$ cat src/sfpf_defines.vh
// Purpose: constants for the serial flash pin front end
// Assumes: system clock of 25 MHz
// Notes:   lane mode codes, pin function and package codes, reset pulse timing
`ifndef SFPF_DEFINES_VH
`define SFPF_DEFINES_VH

`define SFPF_CLK_MHZ        25
`define SFPF_RESET_MIN_NS   1000
`define SFPF_RESET_CYCLES   ((`SFPF_RESET_MIN_NS * `SFPF_CLK_MHZ + 999) / 1000)

`define SFPF_MODE_SINGLE    2'h0
`define SFPF_MODE_DUAL      2'h1
`define SFPF_MODE_QUAD      2'h2

`define SFPF_PINFN_PAUSE    1'h0
`define SFPF_PINFN_RESET    1'h1

`define SFPF_PKG_8PIN       1'h0
`define SFPF_PKG_16PIN      1'h1

`define SFPF_SECTOR_BYTES   4096
`define SFPF_FIFO_DEPTH     4

`endif

$ cat src/sfpf_fifo.v
// Purpose: small first-in first-out buffer with valid/ready on both sides
// Assumes: single clock, asynchronous active-low reset
// Notes:   depth must be a power of two
`timescale 1ns/100ps
module sfpf_fifo #(
    parameter WIDTH = 8,
    parameter DEPTH = 4,
    parameter AW    = 2
) (
    input  wire             clk_in,
    input  wire             nrst_in,
    input  wire             flush_in,
    input  wire [WIDTH-1:0] wr_data_in,
    input  wire             wr_valid_in,
    output wire             wr_ready_out,
    output wire [WIDTH-1:0] rd_data_out,
    output wire             rd_valid_out,
    input  wire             rd_ready_in
);
    reg [WIDTH-1:0] mem [0:DEPTH-1];
    reg [AW:0]      wr_ptr;
    reg [AW:0]      rd_ptr;
    wire            full;
    wire            empty;
    wire            do_wr;
    wire            do_rd;

    // full and empty from pointer comparison
    assign empty        = (wr_ptr == rd_ptr);
    assign full         = (wr_ptr[AW-1:0] == rd_ptr[AW-1:0]) && (wr_ptr[AW] != rd_ptr[AW]);
    assign wr_ready_out = ~full;
    assign rd_valid_out = ~empty;
    assign rd_data_out  = mem[rd_ptr[AW-1:0]];
    assign do_wr        = wr_valid_in & ~full;
    assign do_rd        = rd_ready_in & ~empty;

    // storage array
    always @(posedge clk_in)
    begin
        if (do_wr)
            mem[wr_ptr[AW-1:0]] <= wr_data_in;
    end

    // pointers
    always @(posedge clk_in or negedge nrst_in)
    begin
        if (!nrst_in)
        begin
            wr_ptr <= {(AW+1){1'b0}};
            rd_ptr <= {(AW+1){1'b0}};
        end
        else if (flush_in)
        begin
            wr_ptr <= {(AW+1){1'b0}};
            rd_ptr <= {(AW+1){1'b0}};
        end
        else
        begin
            if (do_wr)
                wr_ptr <= wr_ptr + 1'b1;
            if (do_rd)
                rd_ptr <= rd_ptr + 1'b1;
        end
    end
endmodule

$ cat src/sfpf_front_end.v
// Purpose: pin-level front end of a serial flash: select, lanes, pause, reset
// Assumes: serial clock well below clk_in/4; all pins sampled by two flops
// Notes:   received bytes go to the core through a FIFO; send bytes come in
//          from the core; instruction decode lives outside this block
// Operation
// - deselected device floats every data lane
// - select low accepts input, allows output
// - ignore traffic until first select fall
// - single mode samples serial input on rise
// - single mode drives output on fall
// - dual/quad lanes bidirectional, rise in/fall out
// - quad traffic only when quad enable set
// - quad enable turns protect/pause pins into lanes
// - protect, pause, reset only in single/dual
// - protect pin low blocks status writes while protect bits set
// - block bits alone guard array, protect pin not used
// - pause floats output, ignores input and clock
// - pause release resumes where it stopped
// - 8-pin lane3 is pause or reset
// - 16-pin dedicated reset always works
// - pin-function bit: 0 pause, 1 reset
// - pause starts/ends with clock low
// - reset low aborts, blocks commands, power-on state
`timescale 1ns/100ps
`include "sfpf_defines.vh"
module sfpf_front_end #(
    parameter PACKAGE_16PIN = 1'b0,
    parameter FIFO_DEPTH    = `SFPF_FIFO_DEPTH,
    parameter FIFO_AW       = 2
) (
    input  wire       clk_in,
    input  wire       nrst_in,
    input  wire       cs_n_in,
    input  wire       sclk_in,
    input  wire       lane0_in,
    output wire       lane0_out,
    output wire       lane0_oe_n_out,
    input  wire       lane1_in,
    output wire       lane1_out,
    output wire       lane1_oe_n_out,
    input  wire       lane2_in,
    output wire       lane2_out,
    output wire       lane2_oe_n_out,
    input  wire       lane3_in,
    output wire       lane3_out,
    output wire       lane3_oe_n_out,
    input  wire       reset_pin_n_in,
    input  wire       quad_enable_in,
    input  wire       pin_function_in,
    input  wire [1:0] lane_mode_in,
    input  wire       drive_en_in,
    input  wire       status_protect_bits_in,
    input  wire       status_write_req_in,
    input  wire       array_write_req_in,
    input  wire [2:0] block_protect_in,
    input  wire       top_bottom_select_in,
    input  wire       sector_granularity_select_in,
    input  wire       protect_complement_in,
    input  wire [11:0] write_sector_in,
    input  wire [7:0] tx_data_in,
    input  wire       tx_valid_in,
    output wire       tx_ready_out,
    output wire [7:0] rx_data_out,
    output wire       rx_valid_out,
    input  wire       rx_ready_in,
    output reg        selected_out,
    output reg        paused_out,
    output reg        device_reset_out,
    output reg        status_write_ok_out,
    output reg        array_write_ok_out,
    output reg        overrun_out
);
    localparam [11:0] SECTORS = 12'hFFF;

    // two-flop synchronisers for every pin
    reg [6:0] sync_a;
    reg [6:0] sync_b;
    always @(posedge clk_in or negedge nrst_in)
    begin
        if (!nrst_in)
        begin
            // select resets low: a select already low at release is not a fall
            sync_a <= 7'h7C;
            sync_b <= 7'h7C;
        end
        else
        begin
            sync_a <= {reset_pin_n_in, lane3_in, lane2_in, lane1_in, lane0_in, sclk_in, cs_n_in};
            sync_b <= sync_a;
        end
    end
    wire cs_n    = sync_b[0];
    wire sclk    = sync_b[1];
    wire [3:0] lanes = sync_b[5:2];
    wire rst_pin_n = sync_b[6];

    // clock edge detect on synchronised samples
    reg sclk_d;
    reg cs_n_d;
    always @(posedge clk_in or negedge nrst_in)
    begin
        if (!nrst_in)
        begin
            sclk_d <= 1'b0;
            cs_n_d <= 1'b0;
        end
        else
        begin
            sclk_d <= sclk;
            cs_n_d <= cs_n;
        end
    end
    wire sclk_rise = sclk & ~sclk_d;
    wire sclk_fall = ~sclk & sclk_d;
    wire cs_fall   = ~cs_n & cs_n_d;

    // effective mode: quad only with quad enable
    // quad gate
    wire [1:0] mode = (lane_mode_in == `SFPF_MODE_QUAD && !quad_enable_in) ?
                      `SFPF_MODE_SINGLE : lane_mode_in;

    // lane3/lane2 side functions, valid only without quad enable
    // pin roles
    wire lane3_pause_role = !quad_enable_in && (pin_function_in == `SFPF_PINFN_PAUSE);
    wire lane3_reset_role = !quad_enable_in && (pin_function_in == `SFPF_PINFN_RESET)
                            && (PACKAGE_16PIN == `SFPF_PKG_8PIN);
    wire pause_n = lane3_pause_role ? lanes[3] : 1'b1;
    wire protect_n = quad_enable_in ? 1'b1 : lanes[2];

    // reset sources
    // dedicated pin
    wire reset_req = ((PACKAGE_16PIN == `SFPF_PKG_16PIN) && !rst_pin_n) ||
                     (lane3_reset_role && !lanes[3]);

    localparam integer RST_CYC_I = `SFPF_RESET_CYCLES;
    localparam [7:0]   RST_CYC   = RST_CYC_I[7:0];
    reg [7:0] rst_cnt;
    always @(posedge clk_in or negedge nrst_in)
    begin
        if (!nrst_in)
        begin
            rst_cnt          <= 8'h00;
            device_reset_out <= 1'b0;
        end
        else if (reset_req)
        begin
            if (rst_cnt != RST_CYC)
                rst_cnt <= rst_cnt + 8'h01;
            else
                device_reset_out <= 1'b1;
        end
        else
        begin
            rst_cnt          <= 8'h00;
            device_reset_out <= 1'b0;
        end
    end
    wire in_reset = reset_req;

    // armed after first select fall since power-on/reset
    // arm
    reg armed;
    always @(posedge clk_in or negedge nrst_in)
    begin
        if (!nrst_in)
            armed <= 1'b0;
        else if (device_reset_out)
            armed <= 1'b0;
        else if (cs_fall)
            armed <= 1'b1;
    end

    wire sel = armed && !cs_n && !in_reset;

    // pause state: follows the pause pin only while clock low
    // pause timing
    reg paused;
    always @(posedge clk_in or negedge nrst_in)
    begin
        if (!nrst_in)
            paused <= 1'b0;
        else if (!sel)
            paused <= 1'b0;
        else if (!lane3_pause_role)
            paused <= 1'b0;     // quad enable or reset role drops pause at once
        else if (!sclk)
            paused <= !pause_n;
    end

    // shift engine; frozen while paused so the transfer resumes
    // resume
    reg [7:0] rx_shift;
    reg [3:0] rx_cnt;
    reg [7:0] tx_shift;
    reg [3:0] tx_cnt;
    reg       tx_loaded;
    reg [3:0] out_bits;
    reg       rx_push;
    reg [7:0] rx_byte;
    reg       overrun;
    wire      rx_ready_w;
    wire [3:0] step = (mode == `SFPF_MODE_QUAD) ? 4'h4 :
                      (mode == `SFPF_MODE_DUAL) ? 4'h2 : 4'h1;
    wire active = sel && !paused;

    // pop the next send byte at a byte boundary on falling edge
    wire tx_take = active && drive_en_in && sclk_fall && (!tx_loaded || tx_cnt == 4'h0);
    assign tx_ready_out = tx_take;

    always @(posedge clk_in or negedge nrst_in)
    begin
        if (!nrst_in)
        begin
            rx_shift  <= 8'h00;
            rx_cnt    <= 4'h0;
            rx_push   <= 1'b0;
            rx_byte   <= 8'h00;
            tx_shift  <= 8'h00;
            tx_cnt    <= 4'h0;
            tx_loaded <= 1'b0;
            out_bits  <= 4'h0;
            overrun   <= 1'b0;
        end
        else if (!sel)
        begin
            rx_cnt    <= 4'h0;
            tx_cnt    <= 4'h0;
            tx_loaded <= 1'b0;
            rx_push   <= 1'b0;
        end
        else
        begin
            rx_push <= 1'b0;
            if (active && sclk_rise && !drive_en_in)
            begin
                case (mode)
                    `SFPF_MODE_QUAD:
                    begin
                        rx_shift <= {rx_shift[3:0], lanes};
                    end
                    `SFPF_MODE_DUAL:
                    begin
                        rx_shift <= {rx_shift[5:0], lanes[1:0]};
                    end
                    default:
                    begin
                        rx_shift <= {rx_shift[6:0], lanes[0]};
                    end
                endcase
                if (rx_cnt + step >= 4'h8)
                begin
                    rx_cnt  <= 4'h0;
                    rx_push <= 1'b1;
                    case (mode)
                        `SFPF_MODE_QUAD: rx_byte <= {rx_shift[3:0], lanes};
                        `SFPF_MODE_DUAL: rx_byte <= {rx_shift[5:0], lanes[1:0]};
                        default:         rx_byte <= {rx_shift[6:0], lanes[0]};
                    endcase
                    if (!rx_ready_w)
                        overrun <= 1'b1;
                end
                else
                    rx_cnt <= rx_cnt + step;
            end
            if (active && drive_en_in && sclk_fall)
            begin
                if (tx_take)
                begin
                    tx_loaded <= tx_valid_in;
                    case (mode)
                        `SFPF_MODE_QUAD: out_bits <= tx_data_in[7:4];
                        `SFPF_MODE_DUAL: out_bits <= {2'h0, tx_data_in[7:6]};
                        default:         out_bits <= {3'h0, tx_data_in[7]};
                    endcase
                    tx_shift <= tx_data_in << step;
                    tx_cnt   <= 4'h8 - step;
                end
                else
                begin
                    case (mode)
                        `SFPF_MODE_QUAD: out_bits <= tx_shift[7:4];
                        `SFPF_MODE_DUAL: out_bits <= {2'h0, tx_shift[7:6]};
                        default:         out_bits <= {3'h0, tx_shift[7]};
                    endcase
                    tx_shift <= tx_shift << step;
                    tx_cnt   <= tx_cnt - step;
                end
            end
        end
    end

    // received byte buffer toward the core
    sfpf_fifo #(
        .WIDTH (8),
        .DEPTH (FIFO_DEPTH),
        .AW    (FIFO_AW)
    ) u_rx_fifo (
        .clk_in       (clk_in),
        .nrst_in      (nrst_in),
        .flush_in     (device_reset_out),
        .wr_data_in   (rx_byte),
        .wr_valid_in  (rx_push),
        .wr_ready_out (rx_ready_w),
        .rd_data_out  (rx_data_out),
        .rd_valid_out (rx_valid_out),
        .rd_ready_in  (rx_ready_in)
    );

    // output enables: low while driving, float when deselected or paused
    // lane float
    wire drv = active && drive_en_in;
    assign lane0_out      = out_bits[0] & (mode != `SFPF_MODE_SINGLE);
    assign lane0_oe_n_out = ~(drv && mode != `SFPF_MODE_SINGLE);
    assign lane1_out      = (mode == `SFPF_MODE_SINGLE) ? out_bits[0] : out_bits[1];
    assign lane1_oe_n_out = ~drv;
    assign lane2_out      = out_bits[2];
    assign lane2_oe_n_out = ~(drv && mode == `SFPF_MODE_QUAD);
    assign lane3_out      = out_bits[3];
    assign lane3_oe_n_out = ~(drv && mode == `SFPF_MODE_QUAD);

    // write protection of status and array
    // protect checks
    reg [11:0] span;
    reg        hit;
    always @*
    begin
        span = 12'h000;
        hit  = 1'b0;
        if (block_protect_in != 3'h0)
        begin
            if (sector_granularity_select_in)
                span = (12'h001 << (block_protect_in[1:0])) - 12'h001;
            else
                span = (12'h010 << block_protect_in) - 12'h001;
            if (block_protect_in == 3'h7 && !sector_granularity_select_in)
                span = SECTORS;
            if (top_bottom_select_in)
                hit = (write_sector_in <= span);
            else
                hit = (write_sector_in >= (SECTORS - span));
        end
        if (protect_complement_in)
            hit = ~hit;
    end

    // status flags toward the core
    always @(posedge clk_in or negedge nrst_in)
    begin
        if (!nrst_in)
        begin
            selected_out        <= 1'b0;
            paused_out          <= 1'b0;
            status_write_ok_out <= 1'b0;
            array_write_ok_out  <= 1'b0;
            overrun_out         <= 1'b0;
        end
        else
        begin
            selected_out        <= sel;
            paused_out          <= paused;
            status_write_ok_out <= status_write_req_in && sel &&
                                   !(status_protect_bits_in && !protect_n);
            array_write_ok_out  <= array_write_req_in && sel && !hit;
            overrun_out         <= overrun;
        end
    end
endmodule

$ cat config.mk
export PLATFORM = sky130hd
export DESIGN_NAME = sfpf_front_end
export DESIGN_NICKNAME = d
export VERILOG_FILES = /design/src/sfpf_fifo.v /design/src/sfpf_front_end.v
export VERILOG_INCLUDE_DIRS = /design/src
export SDC_FILE = /design/constraint.sdc
export NUM_CORES = 1
export LEC_CHECK = 0
export BUFFER_PORTS_ARGS = -buffer_cell sky130_fd_sc_hd__buf_4
export CORE_MARGIN = 4
export CORE_UTILIZATION = 35
export CTS_BUF_LIST = sky130_fd_sc_hd__clkbuf_2
export CTS_CLUSTER_SIZE = 24
export DETAILED_ROUTE_END_ITERATION = 10
export PLACE_DENSITY = 0.53
export SLEW_MARGIN = 10
export SYNTH_ARGS = -nofsm -noshare
export SYNTH_HDL_FRONTEND = slang
export SYNTH_HIERARCHICAL = 1
export SYNTH_SLANG_ARGS = --single-unit
export TNS_END_PERCENT = 20
$ cat constraint.sdc
create_clock -name clk_in -period 6.4 [get_ports clk_in]
set_input_delay 0 -clock clk_in [delete_from_list [all_inputs] [get_ports clk_in]]
set_output_delay 0 -clock clk_in [all_outputs]
set_load 0.05 [all_outputs]
==> metrics, run 1 <==
antenna violations before repair=0; Die Area=0.0183 sq mm; cell area after layout=0.00680 sq mm; Synth async-reset ratio=69.8%; routed vias/inst=4.96; routability congestion estimate=0.799; Die Y=135 um; clk root buf=clkbuf_2; clock transition at the registers of the reported paths=270 ps; yosys warns=6; Netlist cell types=65; register area share after synthesis=49.7%; I/O pin cnt=69; Post-layout nets=698; synthesized cell area=0.00568 sq mm; Hold Crit Class=input port to async pin; Design Power=1470 uW; vias in the first global route=4,187; Routed Antenna Nets=0; floorplan row count=46; Hold Buf Count CTS=38; Clock Skew=45.8 ps; Routed WL per cell=14.6 um; Area growth syn-to-layout=19.8%; WP data required=6880 ps; Starting DRT DRC Count=249; GRT Util Overall=13.8%; pwr/cell area=217 mW/mm^2; kind of critical path=input port to flop; Worst setup SP type=input port; max-cap violations=0; Mapped Cells=520; number of synthesized flops with an enable pin=32; drt total wl=12.2 mm; Seq cells post-synth=106; unrepaired setup endpoints after global routing=no; global route total overflow=0; Final Hold Vio Count=0; Placement Cell Area=0.00632 sq mm; DP HPWL=8.75 mm; total CTS buffers=9; Slew Limit Headroom=36.2%; TritonRoute pass-1 iters=4; footprint of the multi-input gates=0.00259 sq mm; Main synth FF type=dfrtp_1; first-pass GRT wire length=20.3 mm; final setup margin=2960 ps; H-tree Lvls=3; fmax=291 MHz; Initial Util=35.7%; Slew Limit Fails=0; Resized cells post-CTS=0; Mean Syn Cell Area=10.9 sq um; Final period util=53.7%; P_leak=0.00297 uW; CTS tree=built; Worst setup EP type=flop; Post-Place Setup Slack=2820 ps; Worst Path Arrival=3910 ps; TNS Setup=0 ps; Setup Fix Bufs, Post-CTS=0; FILL cells=1,556; post-synth net total=605; Setup violations, final=0; share of cells above drive strength 1=20.2%; input/output buffers=67; Clk Latency, worst-skew pair=600 ps; FF/Latch Area=0.00282 sq mm; CORE AREA=0.0159 sq mm; Die X-Extent=135 um; via count=4,138; maximum vdd drop=0.0000933 V; clk buf depth=2; worst-margin pin slew=958 ps; largest net degree at the start of global routing=75; Final Critical Period=3440 ps; drc violations=0; Clock Sinks=106; status=completed; CP max FO=12
synthesized netlist by cell type (6+ instances only):
master | number | area [sq um]
clkbuf_1 | 12 | 45.0
mux2_2 | 17 | 191
xnor2_1 | 7 | 61.3
edfxtp_1 | 32 | 961
nor2b_1 | 12 | 75.1
dfstp_2 | 8 | 210
a21oi_1 | 30 | 150
dfrtp_1 | 66 | 1650
o21ai_0 | 27 | 135
nand3_1 | 9 | 45.0
mux4_2 | 8 | 180
buf_2 | 6 | 30.0
mux2i_1 | 7 | 70.1
ha_1 | 38 | 475
nand2_1 | 67 | 251
nor2_1 | 27 | 101
inv_1 | 38 | 143
xor2_1 | 6 | 52.6
a22oi_1 | 9 | 67.6
cells in the final DEF, fill, tap and decap left out, types with 7 or more instances in the layout:
master	instances
a21oi_1	30
a22oi_1	9
buf_4	67
clkbuf_2	10
dfrtp_1	66
dfstp_2	8
dlygate4sd3_1	38
edfxtp_1	32
ha_1	38
inv_1	38
mux2_2	17
mux2i_1	7
mux4_2	8
nand2_1	67
nand3_1	9
nor2_1	27
nor2b_1	12
o21ai_0	27
xnor2_1	7
flip-flops by register name (all words and copies together), names as in the netlist, 3 cells and up:
register / cells
u_rx_fifo/mem: 32
rst_cnt: 8
rx_byte: 8
tx_shift: 8
rx_shift: 7
sync_a: 6
sync_b: 6
out_bits: 4
rx_cnt: 4
tx_cnt: 4
u_rx_fifo/rd_ptr: 3
u_rx_fifo/wr_ptr: 3
report_power, final:
part	total (uW)	internal, uW	switching, uW
sequential	813	739	73.7
combinational	389	173	217
clock	273	53.1	219
final timing paths:
path,start,end,slack [ps],cells after the start
max,sector_granularity_select_in,array_write_ok_out,2960,17
min,nrst_in,out_bits[0],40,2
max reg2reg,sync_b[5],tx_shift[6],3300,8
min reg2reg,sync_a[5],sync_b[5],340,0
max in group asynchronous,nrst_in,rst_cnt[1],5700,2
min in group clk_in,lane_mode_in[1],tx_cnt[2],100,7
metrics by stage:
stage / hold WS [ps] / instances / util, %
after floorplan: -296 / 520 / -
after global placement: 110 / 780 / 39.8
after detailed placement: 110 / 780 / 39.8
after CTS: 12.3 / 834 / 42.8
after global routing: 66.0 / 834 / 42.8
final: 36.4 / 835 / 42.8
cells by family after synthesis:
group                    after synthesis  share of synthesized area (%)
flip-flops                           106                           49.7
multiplexers                          33                           8.05
XOR/XNOR                              14                           2.29
AO/OA/AOI/OAI                        104                           11.9
AND/OR/NAND/NOR                      162                           14.2
adder cells (fa/ha/maj)               40                           9.08
buffers and inverters                 61                           4.70
metal layers:
metal	share of wire, %	track usage (%)
met1	45	17.8
met2	50	23.1
met3	3.9	3.49
met4	1.6	3.53
met5	0	0
worst max-delay path, cell delays in order:
cell and delay (ps):
buf_4 140, inv_1 90, nor3_1 310, inv_1 80, ha_1 310, nor2_1 160
xnor2_1 130, a22oi_1 80, o21ai_0 280, ha_1 320, nor4_1 520, o21ai_0 190
a41o_1 250, a21oi_1 190, o21ai_0 110, and4b_1 200, dlygate4sd3_1 550
cell type report:
type,count,area share (%)
sequential,106,41.5
multi-input combinational,353,38.1
timing repair buffer,105,13.0
tap,216,3.98
inverter,38,2.10
clock buffer,10,0.736
clock inverter,6,0.571
antenna,1,0.0368
Power figures use the tool's default switching activity.
==> inputs of run 2 (changes only) <==
Settings changed: PLACE_DENSITY 0.53 to 0.55.
Clock period 6.4 ns to 3 ns, I/O delays scaled along.
==> metrics, run 2 (same netlist as run 1, synthesis figures left out) <==
final setup margin=199 ps (was 2960 ps); drt total wl=12.2 mm (about the same); Final Critical Period=2800 ps; clk buf depth=2 (unchanged); Area growth syn-to-layout=22.3% (was 19.8%); global route total overflow=0 (unchanged); CORE AREA=0.0159 sq mm (unchanged); TNS Setup=0 ps (unchanged); Post-Place Setup Slack=-78.2 ps (was 2820 ps); first-pass GRT wire length=20.3 mm (about the same); H-tree Lvls=3 (unchanged); Clock Skew=30.2 ps (was 45.8 ps); CP top delay family=buffers and inverters (was simple AND/OR/NAND/NOR gates); floorplan row count=46 (unchanged); Non-Filler Instances=849 (was 835); fin util=43.7% (was 42.8%); routability congestion estimate=0.784 (was 0.799); total CTS buffers=9 (unchanged); I/O pin cnt=69 (unchanged); CP max FO=5 (was 12); worst-margin pin slew=961 ps (was 958 ps); vias in the first global route=4,264 (was 4,187); status=completed (unchanged); Worst setup SP type=input port (unchanged); drc violations=0 (unchanged); FILL cells=1,537 (was 1,556); largest net degree at the start of global routing=75 (unchanged); clock transition at the registers of the reported paths=280 ps (was 270 ps); Die Area=0.0183 sq mm (unchanged); Final Hold Vio Count=0 (unchanged); FF/Latch Area=0.00282 sq mm (unchanged); GRT Util Overall=13.7% (was 13.8%); max-cap violations=0 (unchanged); placed cell count=800 (was 780); Clk Latency, worst-skew pair=580 ps (was 600 ps); Starting DRT DRC Count=216 (was 249); clk root buf=clkbuf_2 (unchanged); Worst Path Arrival=3290 ps (was 3910 ps); WP data required=3480 ps (was 6880 ps); Setup violations, final=0 (unchanged); max reg flops=32 (unchanged); Slew Limit Headroom=35.9% (was 36.2%); routed vias/inst=4.88 (was 4.96); via count=4,142 (was 4,138); DP HPWL=8.89 mm (was 8.75 mm); Final period util=93.4%; TritonRoute pass-1 iters=4 (unchanged); Initial Util=35.7% (unchanged); Routed Antenna Nets=0 (unchanged); most frequent cells in the layout=buf_4 (87), nand2_1 (67), dfrtp_1 (66) (was nand2_1 (67), buf_4 (67), dfrtp_1 (66)); antenna violations before repair=0 (unchanged); Setup Fix Bufs, Post-CTS=0 (unchanged); Slew Limit Fails=0 (unchanged); Post-layout nets=712 (was 698); Clock Sinks=106 (unchanged); input/output buffers=67 (unchanged); share of cells above drive strength 1=23.9% (was 20.2%); CTS tree=built (unchanged); most common cell after layout, fill and taps aside=buf_4; Hold Crit Class=input port to async pin (unchanged); maximum vdd drop=0.000244 V (was 0.0000933 V); pwr/cell area=475 mW/mm^2 (was 217 mW/mm^2); Slowest cell on crit path=dlygate4sd3_1 (unchanged); Die Y=135 um (unchanged); sequence of cells on the critical path=buf_4, inv_1, or3_1, ha_2, buf_4, o21a_1, o221ai_1, ha_1, nor4_2, buf_4, o21ai_0, a41o_1, a21oi_2, o21ai_0, and4b_1, dlygate4sd3_1 (was buf_4, inv_1, nor3_1, inv_1, ha_1, nor2_1, xnor2_1, a22oi_1, o21ai_0, ha_1, nor4_1, o21ai_0, a41o_1, a21oi_1, o21ai_0, and4b_1, dlygate4sd3_1); most used cell, CP=buf_4 (was o21ai_0); crit path buf inv count=5 (was 4); kind of critical path=input port to flop (unchanged); CP peak stage delay=540 ps (was 550 ps); fmax=357 MHz; unrepaired setup endpoints after global routing=no (unchanged); Worst setup EP type=flop (unchanged); Routed WL per cell=14.3 um (was 14.6 um); footprint of the multi-input gates=0.00260 sq mm (was 0.00259 sq mm); P_leak=0.00306 uW (was 0.00297 uW); Die X-Extent=135 um (unchanged)
-- run 2: changes by cell type in the layout (fill, tap and decap cells not counted), sizes merged --
cell / change
buf: +20
bufinv: +1
clkbuf: -1
clkinv: -1
dlygate4sd3: -6
inv: +1
-- run 2: per-layer routing --
metal | global-route usage (%) | vias up | part of all wire, %
li1 | - | 2057 | -
met1 | 17.5 | 1979 | 45
met2 | 23.5 | 92 | 50
met3 | 2.93 | 14 | 4.0
met4 | 4.03 | 0 | 1.3
met5 | 0 | - | 0
-- run 2: report_power, final --
group          internal, uW  leakage, uW  switching (uW)
Sequential             1580      0.00119            83.8
Combinational           395      0.00180             540
Clock                   208    0.0000763             491
Total                  2180      0.00306            1110
-- run 2: final cells by class --
cell class / count / share of cell area [%]
Sequential cell: 106 / 40.7
Clock buffer: 9 / 0.649
Multi-Input combinational cell: 353 / 37.5
Timing Repair Buffer: 119 / 14.0
Tap cell: 216 / 3.89
Clock inverter: 7 / 1.19
Antenna cell: 1 / 0.0361
Inverter: 38 / 2.06
-- run 2: stage by stage --
stage	hold slack [ps]	total power, uW	cell area [sq um]
3_5_place_dp	109	2590	6470
6_report	44.1	3300	6940
2_1_floorplan	-296	2310	5680
4_1_cts	2.37	3340	6920
5_1_grt	10.8	3510	6940
3_3_place_gp	110	2570	6470
-- run 2: worst paths after layout --
kind | slack (ps) | end | startpoint | cells after the start
worst max register to register | 450 | tx_shift[7] | tx_cnt[0] | 7
worst max-delay path | 200 | array_write_ok_out | block_protect_in[0] | 16
worst min register to register | 340 | sync_b[4] | sync_a[4] | 0
worst min-delay path | 40 | out_bits[3] | nrst_in | 2
max in group asynchronous | 2310 | sync_b[1] | nrst_in | 2
min in group clk_in | 60 | sync_a[3] | lane1_in | 2
-- run 2: repair_timing --
item,CTS,global route
resized for setup,0,6
endpoints found under the hold margin,116,0
setup endpoints to repair,0,1
hold buffers,32,0
-- run 2: worst register-to-register path, stage by stage, from the launching register on --
cell	delay [ps]
dfrtp_1	500
o41ai_4	490
nand4_4	130
buf_4	230
mux2i_1	280
o22ai_1	130
o22a_1	180
dlygate4sd3_1	550
==> inputs of run 3 (changes only) <==
Settings changed: ABC_AREA set to 1, PLACE_DENSITY 0.55 to 0.54.
==> metrics, run 3 <==
routed vias/inst=4.80 (was 4.88); Final Critical Period=2810 ps (was 2800 ps); worst r2r src=sync_b[5] (was tx_cnt[0]); Synth top cells by count=nand2_1 (150), inv_1 (96), dfrtp_1 (66), nor2_1 (65), nand3_1 (46) (was nand2_1 (67), dfrtp_1 (66), ha_1 (38), inv_1 (38), edfxtp_1 (32)); input/output buffers=67 (unchanged); CP max FO=15 (was 5); Worst setup EP type=flop (unchanged); dominant cell type by area after synthesis=dfrtp_1 (unchanged); routability congestion estimate=0.855 (was 0.784); max reg flops=32 (unchanged); ANT cells=0 (was 1); drt total wl=14.0 mm (was 12.2 mm); Routed WL per cell=13.7 um (was 14.3 um); I/O pin cnt=69 (unchanged); number of synthesized flops with an enable pin=32 (unchanged); synthesized cell area=0.00583 sq mm (was 0.00568 sq mm); met2 wire len=6.76 mm (was 6.05 mm); global route total overflow=0 (unchanged); Netlist cell types=46 (was 65); Slowest cell on crit path=dlygate4sd3_1 (unchanged); r2r setup slk=190 ps (was 450 ps); via count=4,906 (was 4,142); CP peak stage delay=620 ps (was 540 ps); first-pass GRT wire length=23.2 mm (was 20.3 mm); register area share after synthesis=48.4% (was 49.7%); Final Hold Vio Count=0 (unchanged); TritonRoute pass-1 iters=5 (was 4); metal3 WL=769 um (was 483 um); CORE AREA=0.0161 sq mm (was 0.0159 sq mm); Max Used Layer=met4 (unchanged); DP HPWL=9.83 mm (was 8.89 mm); top-area cell type share of the netlist area=28.3% (was 29.1%); Mean Syn Cell Area=8.72 sq um (was 10.9 sq um); WP data required=3610 ps (was 3480 ps); met1 wire length=6.30 mm (was 5.46 mm); most common cell after layout, fill and taps aside=nand2_1 (was buf_4); Setup violations, final=0 (unchanged); vias in the first global route=4,887 (was 4,264); maximum vdd drop=0.000380 V (was 0.000244 V); status=completed (unchanged); Slew Limit Fails=0 (unchanged); fmax=356 MHz (was 357 MHz); pwr/cell area=495 mW/mm^2 (was 475 mW/mm^2); Starting DRT DRC Count=240 (was 216); Area growth syn-to-layout=24.6% (was 22.3%); worst r2r dst=tx_shift[4] (was tx_shift[7]); Clock Sinks=106 (unchanged); sequence of cells on the critical path=nor2_2, nand2_4, nand4_4, nor2_8, nand3_1, dlygate4sd3_1, nand3_1, nand4_1, dlygate4sd3_1, nand2_1 (was buf_4, inv_1, or3_1, ha_2, buf_4, o21a_1, o221ai_1, ha_1, nor4_2, buf_4, o21ai_0, a41o_1, a21oi_2, o21ai_0, and4b_1, dlygate4sd3_1); Die Y=137 um (was 135 um); clk buf depth=2 (unchanged); Worst setup SP type=flop (was input port); antenna violations before repair=0 (unchanged); Synth async-reset ratio=69.8% (unchanged); largest net degree at the start of global routing=61 (was 75); H-tree Lvls=3 (unchanged); Post-layout nets=886 (was 712); GRT Util Overall=15.5% (was 13.7%); Non-Filler Instances=1,022 (was 849); CTS tree=built (unchanged); Routed Antenna Nets=0 (unchanged); WHS=110 ps (was 44.1 ps); most frequent cell after synthesis=nand2_1 (unchanged); clock transition at the registers of the reported paths=330 ps (was 280 ps); Mapped Cells=669 (was 520); largest cells by area after synthesis=dfrtp_1 (28%), edfxtp_1 (16%), nand2_1 (9.7%), ha_1 (8.1%), inv_1 (6.2%) (was dfrtp_1 (29%), edfxtp_1 (17%), ha_1 (8.4%), nand2_1 (4.4%), dfstp_2 (3.7%)); Post-Place Setup Slack=237 ps (was -78.2 ps); kind of critical path=flop to flop (was input port to flop); Min-Delay Endpoint=status_write_ok_out; Hold Crit Class=input port to flop (was input port to async pin); P_leak=0.00345 uW (was 0.00306 uW); unrepaired setup endpoints after global routing=no (unchanged); post-synth net total=754 (was 605); yosys warns=6 (unchanged); placed cell count=946 (was 800); most frequent cells in the layout=nand2_1 (150), inv_1 (96), buf_4 (82) (was buf_4 (87), nand2_1 (67), dfrtp_1 (66)); Clock Skew=67.0 ps (was 30.2 ps); Worst Path Arrival=3410 ps (was 3290 ps); share of cells above drive strength 1=16.7% (was 23.9%); max-cap violations=0 (unchanged); Worst Hold Launch=status_write_req_in; hold path cells=4; Slew Limit Headroom=48.6% (was 35.9%); Clk Latency, worst-skew pair=620 ps (was 580 ps); Die Area=0.0188 sq mm (was 0.0183 sq mm); Die X-Extent=137 um (was 135 um); final setup margin=194 ps (was 199 ps); TNS Setup=0 ps (unchanged); Final period util=93.5% (was 93.4%); drc violations=0 (unchanged); floorplan row count=46 (unchanged); worst-margin pin slew=771 ps (was 961 ps); Main synth FF type=dfrtp_1 (unchanged); Initial Util=36.2% (was 35.7%); total CTS buffers=9 (unchanged); FF-to-FF path depth=10 (was 7); clk root buf=clkbuf_2 (unchanged); Seq cells post-synth=106 (unchanged)
[run 3: cell types whose count changed after synthesis, sizes merged, moves of 10 or more]
| cell | previous run | this run |
|---|---|---|
| nor2 | 27 | 72 |
| nand2 | 67 | 157 |
| a21oi | 30 | 20 |
| inv | 38 | 101 |
| nand3 | 10 | 51 |
| o21ai | 28 | 40 |
| nor2b | 12 | 0 |
| mux2 | 18 | 0 |
| o22ai | 3 | 13 |
[run 3: worst max-delay path, delay by kind of cell, from the launching register on]
kind	cells	cell delay (ps)
buffers and inverters	2	1200
AND/OR/NAND/NOR	8	1060
flip-flops	1	590
[run 3: kinds of logic after synthesis]
group	share of synthesized area (%)
DFF	48.4
xor gates and xnor gates	1.05
buffers and inverters	8.54
AOI/OAI and AO/OA	8.64
and+or+nand+nor	24.6
adders and majority gates	8.84
[run 3: metal layers]
metal,up-vias,GRT usage [%]
met4,0,4.38
met3,22,4.01
li1,2449,-
met1,2290,19.8
met2,145,26.1
met5,-,0
[run 3: where the power goes]
group / switching [uW] / internal [uW] / total (uW) / leakage (uW)
Combinational: 854 / 446 / 1300 / 0.00221
Sequential: 57.8 / 1590 / 1650 / 0.00117
Clock: 517 / 134 / 651 / 0.0000670
Total: 1430 / 2170 / 3600 / 0.00345
[run 3: area by class of cell]
type                       instances  area [sq um]
multi-input combinational        444          2520
tap                              216           270
inverter                         104           393
timing repair buffer             136          1160
clock inverter                     6          56.3
clock buffer                      10          50.0
sequential                       106          2820
fill                            1601          8840
[run 3: what timing repair did]
item | in CTS | in global routing
buffers inserted | 0 | 6
hold buffers | 53 | 1
gates resized for setup | 0 | 2
hold endpoints to repair | 127 | 1
setup endpoints to repair | 0 | 5
[run 3: worst max path at each step]
stage                                    from                 end  cells after the start
after floorplan                     sync_b[5]           tx_cnt[3]                     14
after global placement    block_protect_in[0]  array_write_ok_out                     23
after detailed placement  block_protect_in[0]  array_write_ok_out                     23
after CTS                           sync_b[5]         tx_shift[1]                     11
after global routing                sync_b[5]         tx_shift[1]                     11
final                               sync_b[5]         tx_shift[4]                     10
[run 3: through the flow]
step                cell area (sq um)  power, uW  utilization (%)
finish                           7270       3600             45.1
global placement                 6570       2880             40.8
global route                     7270       3850             45.1
floorplan                        5830       2550                -
detailed placement               6570       2910             40.8
CTS                              7210       3630             44.7
